`src/verilog/sisa_pkg.sv`:
```
// ==========================================================================
// Shared constants for the serial interrupt slave agent
package sisa_pkg;

	// Width of the synchronised level bundle: {irq 15..1, mgmt interrupt}
	localparam int         SYNC_W        = 16;
	// Slot numbering, slot 0 is the lead-in clock before slot 1
	localparam logic [4:0] SLOT_NONE     = 5'h00;
	localparam logic [4:0] SLOT_UNUSED   = 5'h01;
	localparam logic [4:0] SLOT_LAST     = 5'h10;
	// Stop Frame low widths and the saturation point of the width counter
	localparam logic [2:0] LOW_ONE       = 3'h1;
	localparam logic [2:0] STOP_QUIET    = 3'h2;
	localparam logic [2:0] STOP_CONT     = 3'h3;
	localparam logic [2:0] LOW_MAX       = 3'h7;
	// Clock positions counted from the Start pulse rising edge
	localparam logic [5:0] CLK_FIRST     = 6'h01;
	localparam logic [5:0] CLK_STEP      = 6'h01;
	localparam logic [5:0] FRAME_CLKS    = 6'h03;
	localparam logic [5:0] SAMPLE_REM    = 6'h02;
	localparam logic [5:0] CLK_FIRST_REQ = 6'h05;
	localparam logic [5:0] CLK_LAST_REQ  = 6'h2f;
	localparam logic [4:0] SLOT_STEP     = 5'h01;

	typedef enum logic [2:0] {
		ST_IDLE      = 3'b000,
		ST_START     = 3'b001,
		ST_FRAMES    = 3'b010,
		ST_WAIT_STOP = 3'b011,
		ST_STOP_LOW  = 3'b100,
		ST_STOP_GAP  = 3'b101
	} sisa_state_t;

	typedef enum logic [1:0] {
		PH_SAMPLE = 2'b00,
		PH_RECOV  = 2'b01,
		PH_TURN   = 2'b10
	} sisa_phase_t;

endpackage

```
`src/verilog/sisa_agent.sv`:
```
`timescale 1ns/1ps
module sisa_agent (
	input  wire logic        mclk,
	input  wire logic        reset_n,
	input  wire logic [15:1] irq_data,
	input  wire logic        system_mgmt_interrupt_n,
	input  wire logic        smi_slot_en,
	input  wire logic        serial_interrupt_line_in,
	output logic             serial_interrupt_line_out,
	output logic             serial_interrupt_line_oe_n,
	output logic             quiet_mode,
	output logic             cycle_active
);

	// ======================================================================
	// Declarations
	sisa_pkg::sisa_state_t   st_r;
	sisa_pkg::sisa_state_t   st_nxt;
	sisa_pkg::sisa_phase_t   ph_r;
	sisa_pkg::sisa_phase_t   ph_nxt;
	logic [4:0]              slot_r;
	logic [4:0]              slot_nxt;
	logic [5:0]              cnt_r;
	logic [5:0]              cnt_nxt;
	logic [2:0]              low_r;
	logic [2:0]              low_nxt;
	logic                    quiet_nxt;
	logic                    own_start;
	logic                    own_start_r;
	logic [16:0]             rep_r;
	logic [16:0]             rep_nxt;
	logic [16:0]             slot_lvl;
	logic [15:0]             lvl_sync;
	logic                    pend;
	logic                    line;
	logic                    in_sample;
	logic                    drv_sample;
	logic                    drv_recov;
	logic                    drove_low;
	logic                    out_nxt;
	logic                    oe_n_nxt;
	logic                    active_nxt;

	// ======================================================================
	// Request level capture
	// Requests come from other clock domains, so they are synchronised
	sisa_sync #(
		.W    (sisa_pkg::SYNC_W),
		.INIT ('1)
	) u_sync (
		.mclk    (mclk),
		.reset_n (reset_n),
		.d       ({irq_data, system_mgmt_interrupt_n}),
		.q       (lvl_sync)
	);

	// Slot map: slot 0 and slot 1 never report, slot s carries request s-1, except slot 3 carries the mgmt interrupt when smi_slot_en
	assign slot_lvl[16:4] = lvl_sync[15:3];
	assign slot_lvl[3]    = smi_slot_en ? lvl_sync[0] : lvl_sync[2];
	assign slot_lvl[2]    = lvl_sync[1];
	assign slot_lvl[1:0]  = 2'h3;

	// Outstanding change: level differs from what was last put on the wire
	assign pend = |(slot_lvl ^ rep_r);

	// The line is synchronous to mclk and is sampled on its rising edge
	assign line = serial_interrupt_line_in;

	// ======================================================================
	// Cycle tracking state machine
	always_comb begin
		st_nxt    = st_r;
		ph_nxt    = ph_r;
		slot_nxt  = slot_r;
		cnt_nxt   = cnt_r;
		low_nxt   = low_r;
		quiet_nxt = quiet_mode;
		own_start = 1'b0;
		case (st_r)
			sisa_pkg::ST_IDLE: begin
				if (!line) begin
					st_nxt = sisa_pkg::ST_START;
				end else if (quiet_mode && pend) begin
					// Only from idle, only in Quiet mode
					own_start = 1'b1;
					st_nxt    = sisa_pkg::ST_START;
				end
			end
			sisa_pkg::ST_START: begin
				// Rising edge of the Start pulse: clock 1 begins next
				// Any low width is followed until the host lets go
				if (line) begin
					st_nxt   = sisa_pkg::ST_FRAMES;
					ph_nxt   = sisa_pkg::PH_TURN;
					slot_nxt = sisa_pkg::SLOT_NONE;
					cnt_nxt  = sisa_pkg::CLK_FIRST;
				end
			end
			sisa_pkg::ST_FRAMES: begin
				cnt_nxt = cnt_r + sisa_pkg::CLK_STEP;
				case (ph_r)
					sisa_pkg::PH_SAMPLE: ph_nxt = sisa_pkg::PH_RECOV;
					sisa_pkg::PH_RECOV:  ph_nxt = sisa_pkg::PH_TURN;
					default: begin
						// Three clocks a frame, sample after turnaround
						if (slot_r == sisa_pkg::SLOT_LAST) begin
							st_nxt = sisa_pkg::ST_WAIT_STOP;
						end else begin
							ph_nxt   = sisa_pkg::PH_SAMPLE;
							slot_nxt = slot_r + sisa_pkg::SLOT_STEP;
						end
					end
				endcase
			end
			sisa_pkg::ST_WAIT_STOP: begin
				// Host may run extra frames; only the host ends the cycle
				if (!line) begin
					st_nxt  = sisa_pkg::ST_STOP_LOW;
					low_nxt = sisa_pkg::LOW_ONE;
				end
			end
			sisa_pkg::ST_STOP_LOW: begin
				if (!line) begin
					if (low_r != sisa_pkg::LOW_MAX) begin
						low_nxt = low_r + sisa_pkg::LOW_ONE;
					end
				end else if (low_r == sisa_pkg::STOP_QUIET) begin
					quiet_nxt = 1'b1;
					st_nxt    = sisa_pkg::ST_STOP_GAP;
				end else if (low_r == sisa_pkg::STOP_CONT) begin
					quiet_nxt = 1'b0;
					st_nxt    = sisa_pkg::ST_STOP_GAP;
				end else begin
					// Lows of one clock (late data frames) or of four or more clocks are not a Stop
					st_nxt = sisa_pkg::ST_WAIT_STOP;
				end
			end
			sisa_pkg::ST_STOP_GAP: begin
				// One clock of hold-off after the Stop rising edge
				st_nxt = sisa_pkg::ST_IDLE;
			end
			default: begin
				st_nxt = sisa_pkg::ST_IDLE;
			end
		endcase
	end

	// ======================================================================
	// Line drive decode, aligned to the clock being entered
	assign in_sample  = (st_nxt == sisa_pkg::ST_FRAMES) &&
	                    (ph_nxt == sisa_pkg::PH_SAMPLE);
	// Low only for a request whose last detected level is low
	assign drv_sample = in_sample && (slot_nxt != sisa_pkg::SLOT_UNUSED) &&
	                    !slot_lvl[slot_nxt];
	assign drove_low  = !serial_interrupt_line_oe_n &&
	                    !serial_interrupt_line_out;
	// High only right after our own sample-phase low
	assign drv_recov  = (st_nxt == sisa_pkg::ST_FRAMES) &&
	                    (ph_nxt == sisa_pkg::PH_RECOV) && drove_low;
	// Start is a single low clock, never followed by a high drive
	assign out_nxt    = !(own_start || drv_sample);
	// Turnaround and every other clock leave the line released
	assign oe_n_nxt   = !(own_start || drv_sample || drv_recov);
	assign active_nxt = (st_nxt != sisa_pkg::ST_IDLE) &&
	                    (st_nxt != sisa_pkg::ST_STOP_GAP);

	// Reported level is refreshed in every sample phase entered
	always_comb begin
		rep_nxt = rep_r;
		if (in_sample) begin
			rep_nxt[slot_nxt] = slot_lvl[slot_nxt];
		end
	end

	// ======================================================================
	// State registers
	// Reset assumes Continuous mode and releases the line
	always_ff @(posedge mclk) begin
		if (!reset_n) begin
			st_r                       <= sisa_pkg::ST_IDLE;
			ph_r                       <= sisa_pkg::PH_TURN;
			slot_r                     <= sisa_pkg::SLOT_NONE;
			cnt_r                      <= '0;
			low_r                      <= '0;
			quiet_mode                 <= 1'b0;
			cycle_active               <= 1'b0;
			own_start_r                <= 1'b0;
			rep_r                      <= '1;
			serial_interrupt_line_out  <= 1'b1;
			serial_interrupt_line_oe_n <= 1'b1;
		end else begin
			st_r                       <= st_nxt;
			ph_r                       <= ph_nxt;
			slot_r                     <= slot_nxt;
			cnt_r                      <= cnt_nxt;
			low_r                      <= low_nxt;
			quiet_mode                 <= quiet_nxt;
			cycle_active               <= active_nxt;
			own_start_r                <= own_start;
			rep_r                      <= rep_nxt;
			serial_interrupt_line_out  <= out_nxt;
			serial_interrupt_line_oe_n <= oe_n_nxt;
		end
	end
endmodule

```
`src/verilog/sisa_sync.sv`:
```
`timescale 1ns/1ps
// ==========================================================================
// Three-stage level synchroniser; a bit moves only once stages two and
// three agree, so a single metastable sample never reaches the output
module sisa_sync #(
	parameter int           W    = 1,
	parameter logic [W-1:0] INIT = '1
) (
	input  wire logic         mclk,
	input  wire logic         reset_n,
	input  wire logic [W-1:0] d,
	output logic      [W-1:0] q
);

	logic [W-1:0] s1_r;
	logic [W-1:0] s2_r;
	logic [W-1:0] s3_r;
	logic [W-1:0] agree;
	logic [W-1:0] q_nxt;

	// Per-bit agreement between the two settled stages
	assign agree = ~(s2_r ^ s3_r);
	assign q_nxt = (agree & s3_r) | (~agree & q);

	// Stage one feeds only stage two
	always_ff @(posedge mclk) begin
		if (!reset_n) begin
			s1_r <= INIT;
			s2_r <= INIT;
			s3_r <= INIT;
			q    <= INIT;
		end else begin
			s1_r <= d;
			s2_r <= s1_r;
			s3_r <= s2_r;
			q    <= q_nxt;
		end
	end

endmodule
```
`config.mk`:
```
export PLATFORM = sky130hd
export DESIGN_NAME = sisa_agent
export DESIGN_NICKNAME = d
export VERILOG_FILES = /design/src/verilog/sisa_pkg.sv /design/src/verilog/sisa_agent.sv /design/src/verilog/sisa_sync.sv
export SDC_FILE = /design/constraint.sdc
export NUM_CORES = 1
export LEC_CHECK = 0
export ABC_CLOCK_PERIOD_IN_PS = 2900
export BUFFER_PORTS_ARGS = -buffer_cell sky130_fd_sc_hd__clkbuf_2
export CAP_MARGIN = 20
export CORE_MARGIN = 2
export CORE_UTILIZATION = 50
export DETAILED_ROUTE_END_ITERATION = 16
export GPL_ROUTABILITY_DRIVEN = 0
export HOLD_SLACK_MARGIN = 0.06
export PLACE_DENSITY = 0.67
export SLEW_MARGIN = 20
export SYNTH_ARGS = -nofsm -noshare
export SYNTH_HDL_FRONTEND = slang
export SYNTH_SLANG_ARGS = --single-unit
```
`constraint.sdc`:
```
create_clock -name mclk -period 2.9 [get_ports mclk]
set_clock_uncertainty 0.15 [all_clocks]
set_input_delay 0.58 -clock mclk [delete_from_list [all_inputs] [get_ports mclk]]
set_output_delay 0.58 -clock mclk [all_outputs]
set_load 0.02 [all_outputs]
```
Yosys cells after proc, flatten, opt, wreduce, memory -nomap -nowiden
Index checks and enable logic that the tools add are counted.
{ "op_classes": {"add_sub_neg": 2, "multipliers": 0, "div_mod_pow": 0, "magnitude_cmp": 2, "n_eq_ne": 16, "shifts": 0, "mux": 33, "n_bitwise": 7, "reduce_logical": 26} }
{ "op_table": {"columns": ["operator", "n"], "rows": [
  ["3-bit two-way mux", 12],
  ["16-bit AND", 2],
  ["16-bit NOT", 2],
  ["17-bit bitwise mux", 1],
  ["17-bit OR reduction", 1],
  ["17-bit XOR", 1],
  ["16-bit bitwise OR", 1],
  ["16-bit XOR", 1],
  ["3-bit by 2-bit equality test with 1-bit output, second input constant", 5],
  ["5-bit two-way mux", 3],
  ["3-bit case mux with 5 select lines", 1],
  ["5-bit case mux with 2 select lines", 1],
  ["1-bit logical AND", 9],
  ["1-bit two-way mux", 8],
  ["2-bit case mux with 2 select lines", 2],
  ["5-bit by 6-bit < comparator with 1-bit output, second input constant", 1],
  ["2-bit inequality test, second input constant", 3],
  ["3-bit inequality test, second input constant", 2],
  ["3-bit case mux with 2 select lines", 1],
  ["5-bit by 1-bit adder with 5-bit output, second input constant", 1],
  ["1-bit binary-select mux with 5-bit select", 1],
  ["1-bit demux with 5-bit select", 1],
  ["5-bit equality test, second input constant", 1],
  ["5-bit by 1-bit greater-or-equal comparator with 1-bit output, second input constant", 1],
  ["other kinds (15)", 24]
]} }
{ "word_totals": {"regBits": 98, "latch_bits": 0, "mem_bits_rw": 0, "mem_bits_ro": 0, "input_bits": 20, "output_inout_bits": 4, "word_cells": 99, "n_memories": 0} }

Longest topological paths before layout
Gate-level depths: netlist of run 1.
{ "logic_depth": {"depth_word": 14, "depth_mapped": 12, "depth_no_buf": 9} }

Hierarchy
A second synthesis of run 1 with hierarchy kept.
{ "hier_totals": {"cells_unflattened": 439, "hier_area_um2": 4147.7} }
{ "modules_own_cells": {"columns": ["module", "n_inst", "cells_per_inst", "area_each_um2", "seq_area_each_um2"], "rows": [
  ["sisa_agent", 1, 273, 2311.0, 680.7],
  ["sisa_sync", 1, 166, 1836.8, 1281.2]
]} }

Worst setup path before layout of run 1
No wires, ideal clock.
{ "synth_timing": {"path_type": "in2reg", "startpoint": "input port serial_interrupt_line_in", "endpoint": "register rep_r[11]", "t_arrival_ns": 2.254, "t_required_ns": 2.610, "setup_slack_ns": 0.356, "cell_stages": 9, "path_buffers": 2, "path_cell_list": "clkbuf_1 > and4bb_2 > nor2_1 > o32a_1 > a2111oi_4 > a21oi_2 > nand4b_4 > buf_8 > o311ai_1"} }
{ "synth_between": {"elab_chain_cells": 7} }
{ "synth_rtl": {"columns": ["item", "line_no", "text"], "rows": [
  ["from (decl)", "sisa_agent.sv:8", "input wire logic serial_interrupt_line_in,"],
  ["5-bit two-way mux", "sisa_agent.sv:92", "if (line) begin"],
  ["5-bit case mux with 2 select lines", "sisa_agent.sv:79", "case (st_r)"],
  ["5-bit by 6-bit < comparator with 1-bit output (not written as such) or 5-bit by 1-bit greater-or-equal comparator with 1-bit output (tied branches)", "sisa_agent.sv:171", "rep_nxt[slot_nxt] = slot_lvl[slot_nxt];"],
  ["1-bit logical AND (not written as such)", "sisa_agent.sv:171", null],
  ["1-bit two-way mux (not written as such)", "sisa_agent.sv:171", null],
  ["1-bit demux with 5-bit select", "sisa_agent.sv:171", null],
  ["17-bit bitwise mux", "sisa_agent.sv:171", null],
  ["to (signal assigned)", "sisa_agent.sv:200", "rep_r <= rep_nxt;"],
  ["to (decl)", "sisa_agent.sv:30", "logic [16:0] rep_r;"]
]} }
Parallel ways exist; a longest one is shown, timed or not. The select of a mux whose other input is x is not followed.
A chain may end at the register's enable or synchronous reset.

Final worst setup path of run 1
{ "layout_timing": {"startpoint": "register st_r[0]", "endpoint": "register rep_r[16]"} }
{ "layout_between": {"elab_chain_cells": 7} }
{ "layout_rtl": {"columns": ["item", "line_no", "text"], "rows": [
  ["from (decl)", "sisa_agent.sv:17", "sisa_pkg::sisa_state_t st_r;"],
  ["from (signal assigned)", "sisa_agent.sv:180", "st_r <= sisa_pkg::ST_IDLE;"],
  ["from (signal assigned)", "sisa_agent.sv:192", "st_r <= st_nxt;"],
  ["3-bit by 2-bit equality test with 1-bit output or 3-bit by 1-bit equality test with 1-bit output (tied branches)", "sisa_agent.sv:79", null],
  ["5-bit case mux with 2 select lines", "sisa_agent.sv:79", null],
  ["5-bit by 6-bit < comparator with 1-bit output (not written as such) or 5-bit by 1-bit greater-or-equal comparator with 1-bit output (tied branches)", "sisa_agent.sv:171", null],
  ["1-bit logical AND (not written as such)", "sisa_agent.sv:171", null],
  ["1-bit two-way mux (not written as such)", "sisa_agent.sv:171", null],
  ["1-bit demux with 5-bit select", "sisa_agent.sv:171", null],
  ["17-bit bitwise mux", "sisa_agent.sv:171", null]
]} }
Parallel ways exist; a longest one is shown, timed or not. The select of a mux whose other input is x is not followed.

==> out/qor.csv, run 1 <==
stage;metric;value;unit
outcome;run_status;completed;
sta;finalWorstSetupSlack;0.168;ns
sta;highest_attainable_clock_frequency;366;MHz
die;floorplan.die.height;97.2;um
logic_synthesis;ys_warn_count;0;
power_and_ir_drop;power.density_cell_area;533;mW/mm^2
die;floorplan.die_area;0.00944;mm^2
placement;port-buffer-count;23;
logic_synthesis;netlist.area_leader.share;45.2;%
route;wirelength_met1;4370;um
sta;maxSlewHeadroom;58.2;%
min_path;worst_hold_path.num_cells;2;
setup_path;crit_path_cell_trace;nand4bb_4, o31ai_2, nand3_1, o32a_1, nand4b_4, buf_4, o211ai_1;
setup_path;crit_path_max_incr_delay;0.60;ns
cells_and_area;layout_cells_sized_above_1;15.4;%
route;detail_route.vias_per_cell;5.64;
route;route.met2.wl;4090;um
cts;number_of_hold_buffers_added_after_cts;0;
cts;clk_path_buf_depth;2;
logic_synthesis;synth_edf_count;0;
die;chipWidth;97.2;um
setup_path;crit-reg2reg-launch;st_r[0];
setup_path;start_kind;register;
logic_synthesis;synthesis.instances;466;
route;drt-pass1-iter-count;4;
cells_and_area;layout_commonest_cell;sky130_fd_sc_hd__dfxtp_1;
route;highest-signal-layer;met4;
sta;tns;0;ns
cells_and_area;finish.cell_count_without_fillers;599;
route;met3RoutedLength;313;um
die;top_level_ports;24;
setup_path;crit_type;reg -> reg;
placement;place_ws;0.0951;ns
route;route.final.wire_length;8910;um
cells_and_area;design_area;0.00481;mm^2
global_route;antenna_violations_before_repair;0;
setup_path;critPathSlowestCell;sky130_fd_sc_hd__o31ai_2;
sta;final_max_slew_viol_count;0;
global_route;first_global_vias;3109;
cells_and_area;area_delta_synth_final;10.8;%
sta;rsz0062_at_grt;false;
route;avgRoutedWirePerCell;14.9;um
job;maxCapViolations;0;
power_and_ir_drop;irDropWorstVdd;313;uV
min_path;hold_path.startpoint;irq_data[8];
cts;cts.sinks;98;
setup_path;critPathArrivalTime;2.83;ns
min_path;min_delay_worst_endpoint;u_sync.s1_r[8];
logic_synthesis;synth_top_cells_by_area;sky130_fd_sc_hd__dfxtp_1 (45%), sky130_fd_sc_hd__nand2b_1 (7.1%), sky130_fd_sc_hd__o21ai_0 (5.0%);
sta;final.min_clock_period;2.73;ns
sta;hold_viol;0;
setup_path;largest_driver_fanout_on_the_critical_path;15;
logic_synthesis;yosysSeqAreaShare;45.2;%
power_and_ir_drop;netSwitchingFraction;26.2;%
power_and_ir_drop;internal_power_of_the_cells;1.89;mW
setup_path;critical_path.reg2reg.endpoint;rep_r[16];
setup_path;reg2reg_setup_slack;0.17;ns
cells_and_area;finish.net_count;515;
route;dr_total_vias;3377;
route;drc;0;
placement;final_hpwl_from_detailed_placement;6070;um
die;floorplan.initialDensity;52.3;%
logic_synthesis;synth_async_sr_flop_share;0;%
setup_path;worst_ep_required_time;2.99;ns
sta;finalCritPeriodShare;94.2;%
logic_synthesis;syn_area;0.00434;mm^2
route;drt_iter0_markers;198;
cts;path_clk_slew;0.11;ns
sta;tightestPinTransition;0.624;ns
die;floorplan.rows;33;
cells_and_area;count_of_antenna_diodes_in_the_layout;0;
cts;htreeDepth;3;
global_route;grt_pass1_wl;14800;um
global_route;largest_net_degree_at_the_start_of_global_routing;96;
logic_synthesis;synth_seq_cells;98;
cts;clockRootBuffer;sky130_fd_sc_hd__clkbuf_8;
logic_synthesis;synth_ff_type;sky130_fd_sc_hd__dfxtp_1;
sta;finalSetupViolCount;0;
setup_path;ff2ff_path_depth;7;
placement;detailed_place.area;0.00454;mm^2
route;ant_nets;0;
power_and_ir_drop;share_clk_of_total_power;37.0;%
logic_synthesis;yosysTopAreaCell;sky130_fd_sc_hd__dfxtp_1;
placement;dp_cells;577;
cts;cts_buffers;9;
cts;cts_tree;built;
global_route;sum_of_overflow_across_all_layers_after_global_routing;0;
die;core_area;0.00830;mm^2
setup_path;worstSetupEndpointType;register;
min_path;min-delay-path-class;in -> reg;
global_route;global_route.usage.total;19.1;%
cts;clk_latency;0.36;ns
power_and_ir_drop;combinational_fraction_of_design_power;8.3;%
power_and_ir_drop;cellLeakagePower;1.73;nW
cells_and_area;final_cell_mix;sky130_fd_sc_hd__dfxtp_1 (97), sky130_fd_sc_hd__nand2b_1 (49), sky130_fd_sc_hd__o21ai_0 (42), sky130_fd_sc_hd__nor2_1 (33);
power_and_ir_drop;seq_power_share;54.8;%
logic_synthesis;postSynthAreaPerCell;9.31;um^2
logic_synthesis;synthesized_netlist_net_count;492;
logic_synthesis;synth_cell_type_count;63;
power_and_ir_drop;p_sw;673;uW
cells in the mapped netlist (7+ instances only):
master,count
sky130_fd_sc_hd__a21oi_1,24
sky130_fd_sc_hd__and2_1,9
sky130_fd_sc_hd__clkbuf_1,17
sky130_fd_sc_hd__dfxtp_1,98
sky130_fd_sc_hd__nand2_1,25
sky130_fd_sc_hd__nand2b_1,49
sky130_fd_sc_hd__nand3_1,14
sky130_fd_sc_hd__nand4_1,18
sky130_fd_sc_hd__nor2_1,33
sky130_fd_sc_hd__nor2b_1,12
sky130_fd_sc_hd__o21ai_0,43
sky130_fd_sc_hd__o311ai_0,7
sky130_fd_sc_hd__o311ai_1,7
sky130_fd_sc_hd__xor2_1,15
worst max-delay path: cells and delay by family (launching register included):
| family | cells | cell delay [ns] |
|---|---|---|
| AOI/OAI and AO/OA | 3 | 1.10 |
| and+or+nand+nor | 3 | 0.74 |
| DFF | 1 | 0.44 |
| buffers and inverters | 1 | 0.17 |
power groups by stage:
stage                     clock [mW]  sequential (mW)  combinational [mW]
after floorplan                    0             1.42               0.151
after global placement             0             1.43               0.200
after detailed placement           0             1.44               0.202
after CTS                      0.972             1.40               0.202
after global routing            1.03             1.41               0.233
final                          0.949             1.40               0.212
worst max-delay path by stage:
stage | from | end | slack (ns) | cells past startpoint
6_report | st_r[0] | rep_r[16] | 0.17 | 7
5_1_grt | slot_r[0] | serial_interrupt_line_oe_n | 0.02 | 11
4_1_cts | st_r[1] | rep_r[6] | 0.04 | 7
3_5_place_dp | st_r[1] | rep_r[6] | 0.1 | 7
3_3_place_gp | st_r[1] | rep_r[2] | 0.17 | 7
2_1_floorplan | serial_interrupt_line_in | rep_r[11] | 0.36 | 9
stage by stage:
stage | hold WS [ns] | power, mW | utilization [%]
5_1_grt | 0.214 | 2.67 | 58.0
3_5_place_dp | 0.242 | 1.64 | 54.7
6_report | 0.233 | 2.56 | 58.0
3_3_place_gp | 0.238 | 1.63 | 54.7
4_1_cts | 0.219 | 2.58 | 57.3
2_1_floorplan | 0.236 | 1.58 | -
metal layers:
metal  track usage (%)  up-vias
met5                 0        -
met4              7.80        0
met3              3.53       12
met2              29.8       66
met1              26.2     1568
li1                  -     1731
cell type report:
type	instances	area, um^2
Clock inverter	7	95.1
Inverter	6	22.5
Fill cell	734	3490
Multi-Input combinational cell	333	2210
Tap cell	105	131
Sequential cell	98	1960
Clock buffer	9	124
Timing Repair Buffer	41	263
cells by family (layout without fill, tap and decap cells):
logic type | Yosys count | after routing | share of synthesized area (%)
AND/OR/NAND/NOR | 190 | 190 | 26.0
AO/OA/AOI/OAI | 121 | 121 | 19.9
flip-flops | 98 | 98 | 45.2
buffers and inverters | 35 | 63 | 3.95
XOR/XNOR | 15 | 15 | 3.03
adder cells (fa/ha/maj) | 6 | 6 | 1.73
multiplexers | 1 | 1 | 0.231
timing repair:
item,4_1_cts,5_1_grt
gates resized for setup,0,6
hold endpoints to repair,0,0
setup buffers,0,6
endpoints found under the setup margin,0,15
Power figures use the tool's default switching activity.
==> run 2: changes to the inputs <==
--- a/config.mk
+++ b/config.mk
@@ -10,6 +10,7 @@
 export CAP_MARGIN = 20
 export CORE_MARGIN = 2
 export CORE_UTILIZATION = 50
+export CTS_CLUSTER_DIAMETER = 60
 export DETAILED_ROUTE_END_ITERATION = 16
 export GPL_ROUTABILITY_DRIVEN = 0
 export HOLD_SLACK_MARGIN = 0.06
==> constraint.sdc (replaced) <==
create_clock -name mclk -period 2.9 [get_ports mclk]
set_clock_uncertainty 0.15 [all_clocks]
set_input_delay 0.145 -clock mclk [delete_from_list [all_inputs] [get_ports mclk]]
set_output_delay 0.145 -clock mclk [all_outputs]
set_load 0.02 [all_outputs]
==> out/qor.csv, run 2 (same netlist as run 1, synthesis figures left out) <==
stage;metric;value;unit;change
die;floorplan.die.height;97.2;um;unchanged
cells_and_area;layout_commonest_cell;sky130_fd_sc_hd__dfxtp_1;;unchanged
job;maxCapViolations;0;;unchanged
setup_path;ff2ff_path_depth;8;;was 7
power_and_ir_drop;power.density_cell_area;503;mW/mm^2;was 533 mW/mm^2
setup_path;critical_path.reg2reg.endpoint;rep_r[5];;was rep_r[16]
die;core_area;0.00830;mm^2;unchanged
power_and_ir_drop;irDropWorstVdd;468;uV;was 313 uV
cts;path_clk_slew;0.10;ns;was 0.11 ns
route;dr_total_vias;3545;;was 3377
global_route;grt_pass1_wl;15800;um;was 14800 um
setup_path;worst_ep_required_time;3.02;ns;was 2.99 ns
sta;hold_viol;0;;unchanged
route;drt-pass1-iter-count;5;;was 4
die;chipWidth;97.2;um;unchanged
placement;final_hpwl_from_detailed_placement;6320;um;was 6070 um
global_route;global_route.usage.total;20.3;%;was 19.1%
cts;htreeDepth;3;;unchanged
route;ant_nets;0;;unchanged
cts;clockRootBuffer;sky130_fd_sc_hd__clkbuf_8;;unchanged
sta;finalSetupViolCount;0;;unchanged
route;detail_route.vias_per_cell;5.76;;was 5.64
global_route;largest_net_degree_at_the_start_of_global_routing;96;;unchanged
route;avgRoutedWirePerCell;15.4;um;was 14.9 um
sta;final_max_slew_viol_count;0;;unchanged
die;floorplan.rows;33;;unchanged
setup_path;timing.critical_path.max_delay_family;compound AO/OA/AOI/OAI gates;;unchanged
global_route;first_global_vias;3300;;was 3109
power_and_ir_drop;cellLeakagePower;1.77;nW;was 1.73 nW
route;drc;0;;unchanged
die;floorplan.die_area;0.00944;mm^2;unchanged
setup_path;cp-endpoint;rep_r[5];;was rep_r[16]
cells_and_area;finalCoreUtilization;59.8;%;was 58.0%
placement;place_ws;0.0788;ns;was 0.0951 ns
die;top_level_ports;24;;unchanged
cells_and_area;finish.net_count;531;;was 515
setup_path;crit_path_cell_trace;clkinv_1, ha_1, and4bb_4, o21ai_0, nand2_1, o211ai_2, nand4b_2, o311ai_1;;was nand4bb_4, o31ai_2, nand3_1, o32a_1, nand4b_4, buf_4, o211ai_1
sta;tightestPinTransition;0.527;ns;was 0.624 ns
cells_and_area;fill_cells;725;;was 734
route;route.final.wire_length;9500;um;was 8910 um
setup_path;start_kind;register;;unchanged
cells_and_area;register_area;0.00196;mm^2;about the same
placement;port-buffer-count;23;;unchanged
cells_and_area;multi_input_area;0.00223;mm^2;was 0.00221 mm^2
setup_path;cp-startpoint;slot_r[0];;was st_r[0]
cells_and_area;count_of_antenna_diodes_in_the_layout;0;;unchanged
die;floorplan.initialDensity;52.3;%;unchanged
cts;clk_latency;0.36;ns;about the same
setup_path;crit_path_max_incr_delay;0.39;ns;was 0.60 ns
cells_and_area;area_delta_synth_final;14.3;%;was 10.8%
cts;clk_path_buf_depth;2;;unchanged
setup_path;worst-path-stages;8;;was 7
outcome;run_status;completed;;unchanged
setup_path;largest_driver_fanout_on_the_critical_path;8;;was 15
cts;cts_tree;built;;unchanged
min_path;min-delay-path-class;reg -> reg;;was in -> reg
sta;highest_attainable_clock_frequency;360;MHz;was 366 MHz
cells_and_area;layout_cells_sized_above_1;14.3;%;was 15.4%
setup_path;worstSetupEndpointType;register;;unchanged
sta;final.min_clock_period;2.77;ns;was 2.73 ns
power_and_ir_drop;post-layout-total-power;2.49;mW;was 2.56 mW
cts;cts_buffers;9;;unchanged
setup_path;worstPathBufferInverterCount;1;;unchanged
global_route;antenna_violations_before_repair;0;;unchanged
global_route;sum_of_overflow_across_all_layers_after_global_routing;0;;unchanged
setup_path;reg2reg_setup_slack;0.13;ns;was 0.17 ns
route;drt_iter0_markers;247;;was 198
setup_path;crit_type;reg -> reg;;unchanged
sta;finalCritPeriodShare;95.7;%;was 94.2%
cts;cts.sinks;98;;unchanged
setup_path;critPathArrivalTime;2.90;ns;was 2.83 ns
setup_path;crit-reg2reg-launch;slot_r[0];;was st_r[0]
cells_and_area;final_cell_mix;sky130_fd_sc_hd__dfxtp_1 (98), sky130_fd_sc_hd__nand2b_1 (49), sky130_fd_sc_hd__o21ai_0 (43), sky130_fd_sc_hd__nor2_1 (33), sky130_fd_sc_hd__nand2_1 (25);;was sky130_fd_sc_hd__dfxtp_1 (97), sky130_fd_sc_hd__nand2b_1 (49), sky130_fd_sc_hd__o21ai_0 (42), sky130_fd_sc_hd__nor2_1 (33)
setup_path;critPathSlowestCell;sky130_fd_sc_hd__o211ai_2;;was sky130_fd_sc_hd__o31ai_2
sta;maxSlewHeadroom;63.9;%;was 58.2%
sta;finalWorstSetupSlack;0.125;ns;was 0.168 ns
[run 2: cell count changes in the layout (fill, tap and decap cells not counted), sizes merged]
cell         change
inv              -1
bufinv           -1
clkinvlp         +2
buf              -3
dlygate4sd3     +18
nand4b           +1
[run 2: how the worst min path moves through the flow]
stage | startpoint | end | slack, ns | depth (start not counted)
global route | u_sync.s1_r[15] | u_sync.s2_r[15] | 0.29 | 1
floorplan | system_mgmt_interrupt_n | u_sync.s1_r[0] | 0.1 | 1
CTS | u_sync.s1_r[11] | u_sync.s2_r[11] | 0.27 | 1
finish | u_sync.s1_r[7] | u_sync.s2_r[7] | 0.27 | 1
detailed placement | irq_data[4] | u_sync.s1_r[4] | 0.18 | 2
global placement | irq_data[9] | u_sync.s1_r[9] | 0.18 | 2
[run 2: stage by stage]
step / hold WS [ns] / area, um^2 / setup TNS (ns) / instances
6_report: 0.267 / 4960 / 0 / 615
5_1_grt: 0.289 / 4960 / -0.000105 / 615
4_1_cts: 0.267 / 4940 / 0 / 614
3_5_place_dp: 0.179 / 4560 / 0 / 580
3_3_place_gp: 0.177 / 4560 / 0 / 580
2_1_floorplan: 0.0965 / 4340 / 0 / 466
[run 2: layout make-up]
cell class,count,area share [%]
sequential,98,39.6
tap,105,2.65
clock buffer,9,2.50
timing repair buffer,56,8.48
multi-input combinational,334,44.9
clock inverter,7,1.44
inverter,6,0.454
[run 2: routing by layer]
| layer | global-route usage, % | vias to the layer above | wire, um |
|---|---|---|---|
| li1 | - | 1770 | - |
| met4 | 7.15 | 0 | 184 |
| met2 | 32.4 | 82 | 4520 |
| met5 | 0 | - | 0 |
| met1 | 27.5 | 1679 | 4400 |
| met3 | 3.88 | 14 | 389 |
[run 2: timing repair]
action | CTS | global route
setup endpoints to repair | 0 | 10
hold endpoints to repair | 21 | 0
hold buffers | 18 | 0
gates resized for setup | 0 | 6
buffers inserted | 0 | 0
[run 2: where the power goes]
| part | switching (mW) | leakage (nW) | total [mW] | internal (mW) |
|---|---|---|---|---|
| sequential | 0.0221 | 0.802 | 1.40 | 1.38 |
| combinational | 0.132 | 0.879 | 0.233 | 0.101 |
| clock | 0.524 | 0.0926 | 0.859 | 0.336 |
| total | 0.678 | 1.77 | 2.49 | 1.82 |
==> run 3: changes to the inputs <==
--- a/config.mk
+++ b/config.mk
@@ -14,7 +14,8 @@
 export DETAILED_ROUTE_END_ITERATION = 16
 export GPL_ROUTABILITY_DRIVEN = 0
 export HOLD_SLACK_MARGIN = 0.06
-export PLACE_DENSITY = 0.67
+export PLACE_DENSITY_LB_ADDON = 0.3
+export REMOVE_ABC_BUFFERS = 1
 export SLEW_MARGIN = 20
 export SYNTH_ARGS = -nofsm -noshare
 export SYNTH_HDL_FRONTEND = slang
==> out/qor.csv, run 3 (same netlist as run 1, synthesis figures left out) <==
stage;metric;value;unit;change
power_and_ir_drop;p_sw;621;uW;was 678 uW
cells_and_area;finish.net_count;530;;was 531
setup_path;worstPathBufferInverterCount;1;;unchanged
global_route;first_global_vias;3327;;was 3300
setup_path;largest_driver_fanout_on_the_critical_path;17;;was 8
cells_and_area;count_of_antenna_diodes_in_the_layout;0;;unchanged
global_route;met2_usage;33.6;%;was 32.4%
sta;highest_attainable_clock_frequency;372;MHz;was 360 MHz
power_and_ir_drop;seq_power_share;51.8;%;was 56.2%
setup_path;worst_ep_required_time;3.01;ns;was 3.02 ns
route;dr_total_vias;3525;;was 3545
cells_and_area;layout_commonest_cell;sky130_fd_sc_hd__dfxtp_1;;unchanged
cells_and_area;area_delta_synth_final;15.2;%;was 14.3%
die;chipWidth;97.2;um;unchanged
route;detail_route.vias_per_cell;5.74;;was 5.76
setup_path;critPathSlowestCell;sky130_fd_sc_hd__o311ai_0;;was sky130_fd_sc_hd__o211ai_2
global_route;grt_pass1_wl;15400;um;was 15800 um
power_and_ir_drop;cellLeakagePower;1.79;nW;was 1.77 nW
job;maxCapViolations;0;;unchanged
die;floorplan.die.height;97.2;um;unchanged
outcome;run_status;completed;;unchanged
route;drc;0;;unchanged
sta;tightestPinTransition;0.686;ns;was 0.527 ns
power_and_ir_drop;post-layout-total-power;2.70;mW;was 2.49 mW
placement;final_hpwl_from_detailed_placement;6130;um;was 6320 um
setup_path;start_kind;register;;unchanged
power_and_ir_drop;combinational_fraction_of_design_power;8.5;%;was 9.3%
cells_and_area;finalCoreUtilization;60.2;%;was 59.8%
cells_and_area;final_cell_mix;sky130_fd_sc_hd__dfxtp_1 (98), sky130_fd_sc_hd__nand2b_1 (49), sky130_fd_sc_hd__o21ai_0 (41), sky130_fd_sc_hd__nor2_1 (33);;was sky130_fd_sc_hd__dfxtp_1 (98), sky130_fd_sc_hd__nand2b_1 (49), sky130_fd_sc_hd__o21ai_0 (43), sky130_fd_sc_hd__nor2_1 (33), sky130_fd_sc_hd__nand2_1 (25)
die;floorplan.die_area;0.00944;mm^2;unchanged
die;top_level_ports;24;;unchanged
setup_path;worstSetupEndpointType;register;;unchanged
setup_path;crit_path_cell_trace;clkinv_1, ha_1, and4bb_4, nor2_4, a32o_1, nor3_1, a21oi_2, nand4b_4, o311ai_0;;was clkinv_1, ha_1, and4bb_4, o21ai_0, nand2_1, o211ai_2, nand4b_2, o311ai_1
cts;cts_buffers;9;;unchanged
cts;htreeDepth;3;;unchanged
cts;cts_tree;built;;unchanged
power_and_ir_drop;netSwitchingFraction;23.0;%;was 27.2%
sta;finalSetupViolCount;0;;unchanged
global_route;antenna_violations_before_repair;0;;unchanged
placement;port-buffer-count;23;;unchanged
setup_path;critPathArrivalTime;2.79;ns;was 2.90 ns
route;route.final.wire_length;9180;um;was 9500 um
route;ant_nets;0;;unchanged
route;drt_iter0_markers;228;;was 247
cts;clockRootBuffer;sky130_fd_sc_hd__clkbuf_8;;unchanged
setup_path;crit_path_max_incr_delay;0.39;ns;about the same
global_route;global_route.usage.total;19.7;%;was 20.3%
cells_and_area;layout_cells_sized_above_1;14.1;%;was 14.3%
sta;finalCritPeriodShare;92.6;%;was 95.7%
cts;path_clk_slew;0.09;ns;was 0.10 ns
setup_path;timing.critical_path.max_delay_family;simple AND/OR/NAND/NOR gates;;was compound AO/OA/AOI/OAI gates
power_and_ir_drop;share_clk_of_total_power;39.7;%;was 34.5%
sta;tns;0;ns;unchanged
die;core_area;0.00830;mm^2;unchanged
global_route;grt_busiest_layer;met2;;unchanged
global_route;largest_net_degree_at_the_start_of_global_routing;79;;was 96
power_and_ir_drop;power.density_cell_area;541;mW/mm^2;was 503 mW/mm^2
die;floorplan.rows;33;;unchanged
sta;final.min_clock_period;2.69;ns;was 2.77 ns
cells_and_area;finish.cell_count_without_fillers;614;;was 615
cts;clk_latency;0.36;ns;about the same
sta;maxSlewHeadroom;54.2;%;was 63.9%
die;floorplan.initialDensity;52.3;%;unchanged
setup_path;cp-startpoint;slot_r[0];;unchanged
cts;cts.sinks;98;;unchanged
placement;dp_cells;577;;was 580
global_route;sum_of_overflow_across_all_layers_after_global_routing;0;;unchanged
sta;hold_viol;0;;unchanged
min_path;min-delay-path-class;reg -> reg;;unchanged
power_and_ir_drop;internal_power_of_the_cells;2.08;mW;was 1.82 mW
setup_path;crit_type;reg -> reg;;unchanged
route;avgRoutedWirePerCell;15.0;um;was 15.4 um
route;drt-pass1-iter-count;4;;was 5
setup_path;crit-reg2reg-launch;slot_r[0];;unchanged
global_route;grt_use_met3;2.45;%;was 3.88%
power_and_ir_drop;irDropWorstVdd;316;uV;was 468 uV
min_path;hold_path.startpoint;u_sync.s1_r[5];;was u_sync.s1_r[7]
cts;clk_path_buf_depth;2;;unchanged
global_route;grt_util_met1;25.0;%;was 27.5%
sta;rsz0062_at_grt;false;;
sta;final_max_slew_viol_count;0;;unchanged
[run 3: cell types whose count changed in the layout (fill, tap and decap cells not counted), moves of 2 or more]
cell                         before  now
sky130_fd_sc_hd__bufinv_16        0    3
sky130_fd_sc_hd__clkinvlp_4       2    0
sky130_fd_sc_hd__inv_8            2    0
sky130_fd_sc_hd__o21ai_0         43   41
sky130_fd_sc_hd__o21ai_1          0    2
sky130_fd_sc_hd__o311ai_0         3    7
sky130_fd_sc_hd__o311ai_1        11    7
[run 3: repair_timing]
action,in CTS,in global routing
hold endpoints to repair,24,0
hold buffers,19,0
setup endpoints to repair,0,14
buffers inserted,0,2
gates resized for setup,0,6
[run 3: path summary, 6_finish.rpt]
path | cells after the start | end | slack [ns]
max | 9 | rep_r[8] | 0.21
min reg2reg | 1 | u_sync.s2_r[5] | 0.26
max reg2reg | 9 | rep_r[8] | 0.21
min | 1 | u_sync.s2_r[5] | 0.26
[run 3: final cells by class]
cell class / instances / area, um^2
Timing Repair Buffer: 56 / 410
Clock buffer: 11 / 141
Sequential cell: 98 / 1960
Tap cell: 105 / 131
Fill cell: 711 / 3300
Clock inverter: 5 / 108
Inverter: 6 / 22.5
Multi-Input combinational cell: 333 / 2220
[run 3: metal layers]
layer | share of wire, % | wire length (um)
met5 | 0 | 0
met4 | 1.9 | 174
met3 | 3.3 | 300
met2 | 49 | 4520
met1 | 46 | 4190
[run 3: worst register-to-register path, stage by stage (launching register included)]
cell and delay (ns):
sky130_fd_sc_hd__dfxtp_1 0.36, sky130_fd_sc_hd__clkinv_1 0.09, sky130_fd_sc_hd__ha_1 0.21, sky130_fd_sc_hd__and4bb_4 0.23
sky130_fd_sc_hd__nor2_4 0.31, sky130_fd_sc_hd__a32o_1 0.28, sky130_fd_sc_hd__nor3_1 0.09, sky130_fd_sc_hd__a21oi_2 0.19
sky130_fd_sc_hd__nand4b_4 0.28, sky130_fd_sc_hd__o311ai_0 0.39
[run 3: power groups by stage]
stage	Combinational [mW]	Clock [mW]	Sequential, mW
6_report	0.229	1.07	1.40
5_1_grt	0.251	1.14	1.41
4_1_cts	0.221	1.09	1.40
3_5_place_dp	0.200	0	1.43
3_3_place_gp	0.197	0	1.43
2_1_floorplan	0.106	0	1.44
[run 3: through the flow]
step           setup WS (ns)  hold WS [ns]  cell area [um^2]
3_5_place_dp           0.156         0.179              4530
3_3_place_gp           0.271         0.174              4530
4_1_cts                0.113         0.267              4970
6_report               0.214         0.263              5000
2_1_floorplan         -0.125        0.0569              4190
5_1_grt              0.00213         0.279              5000
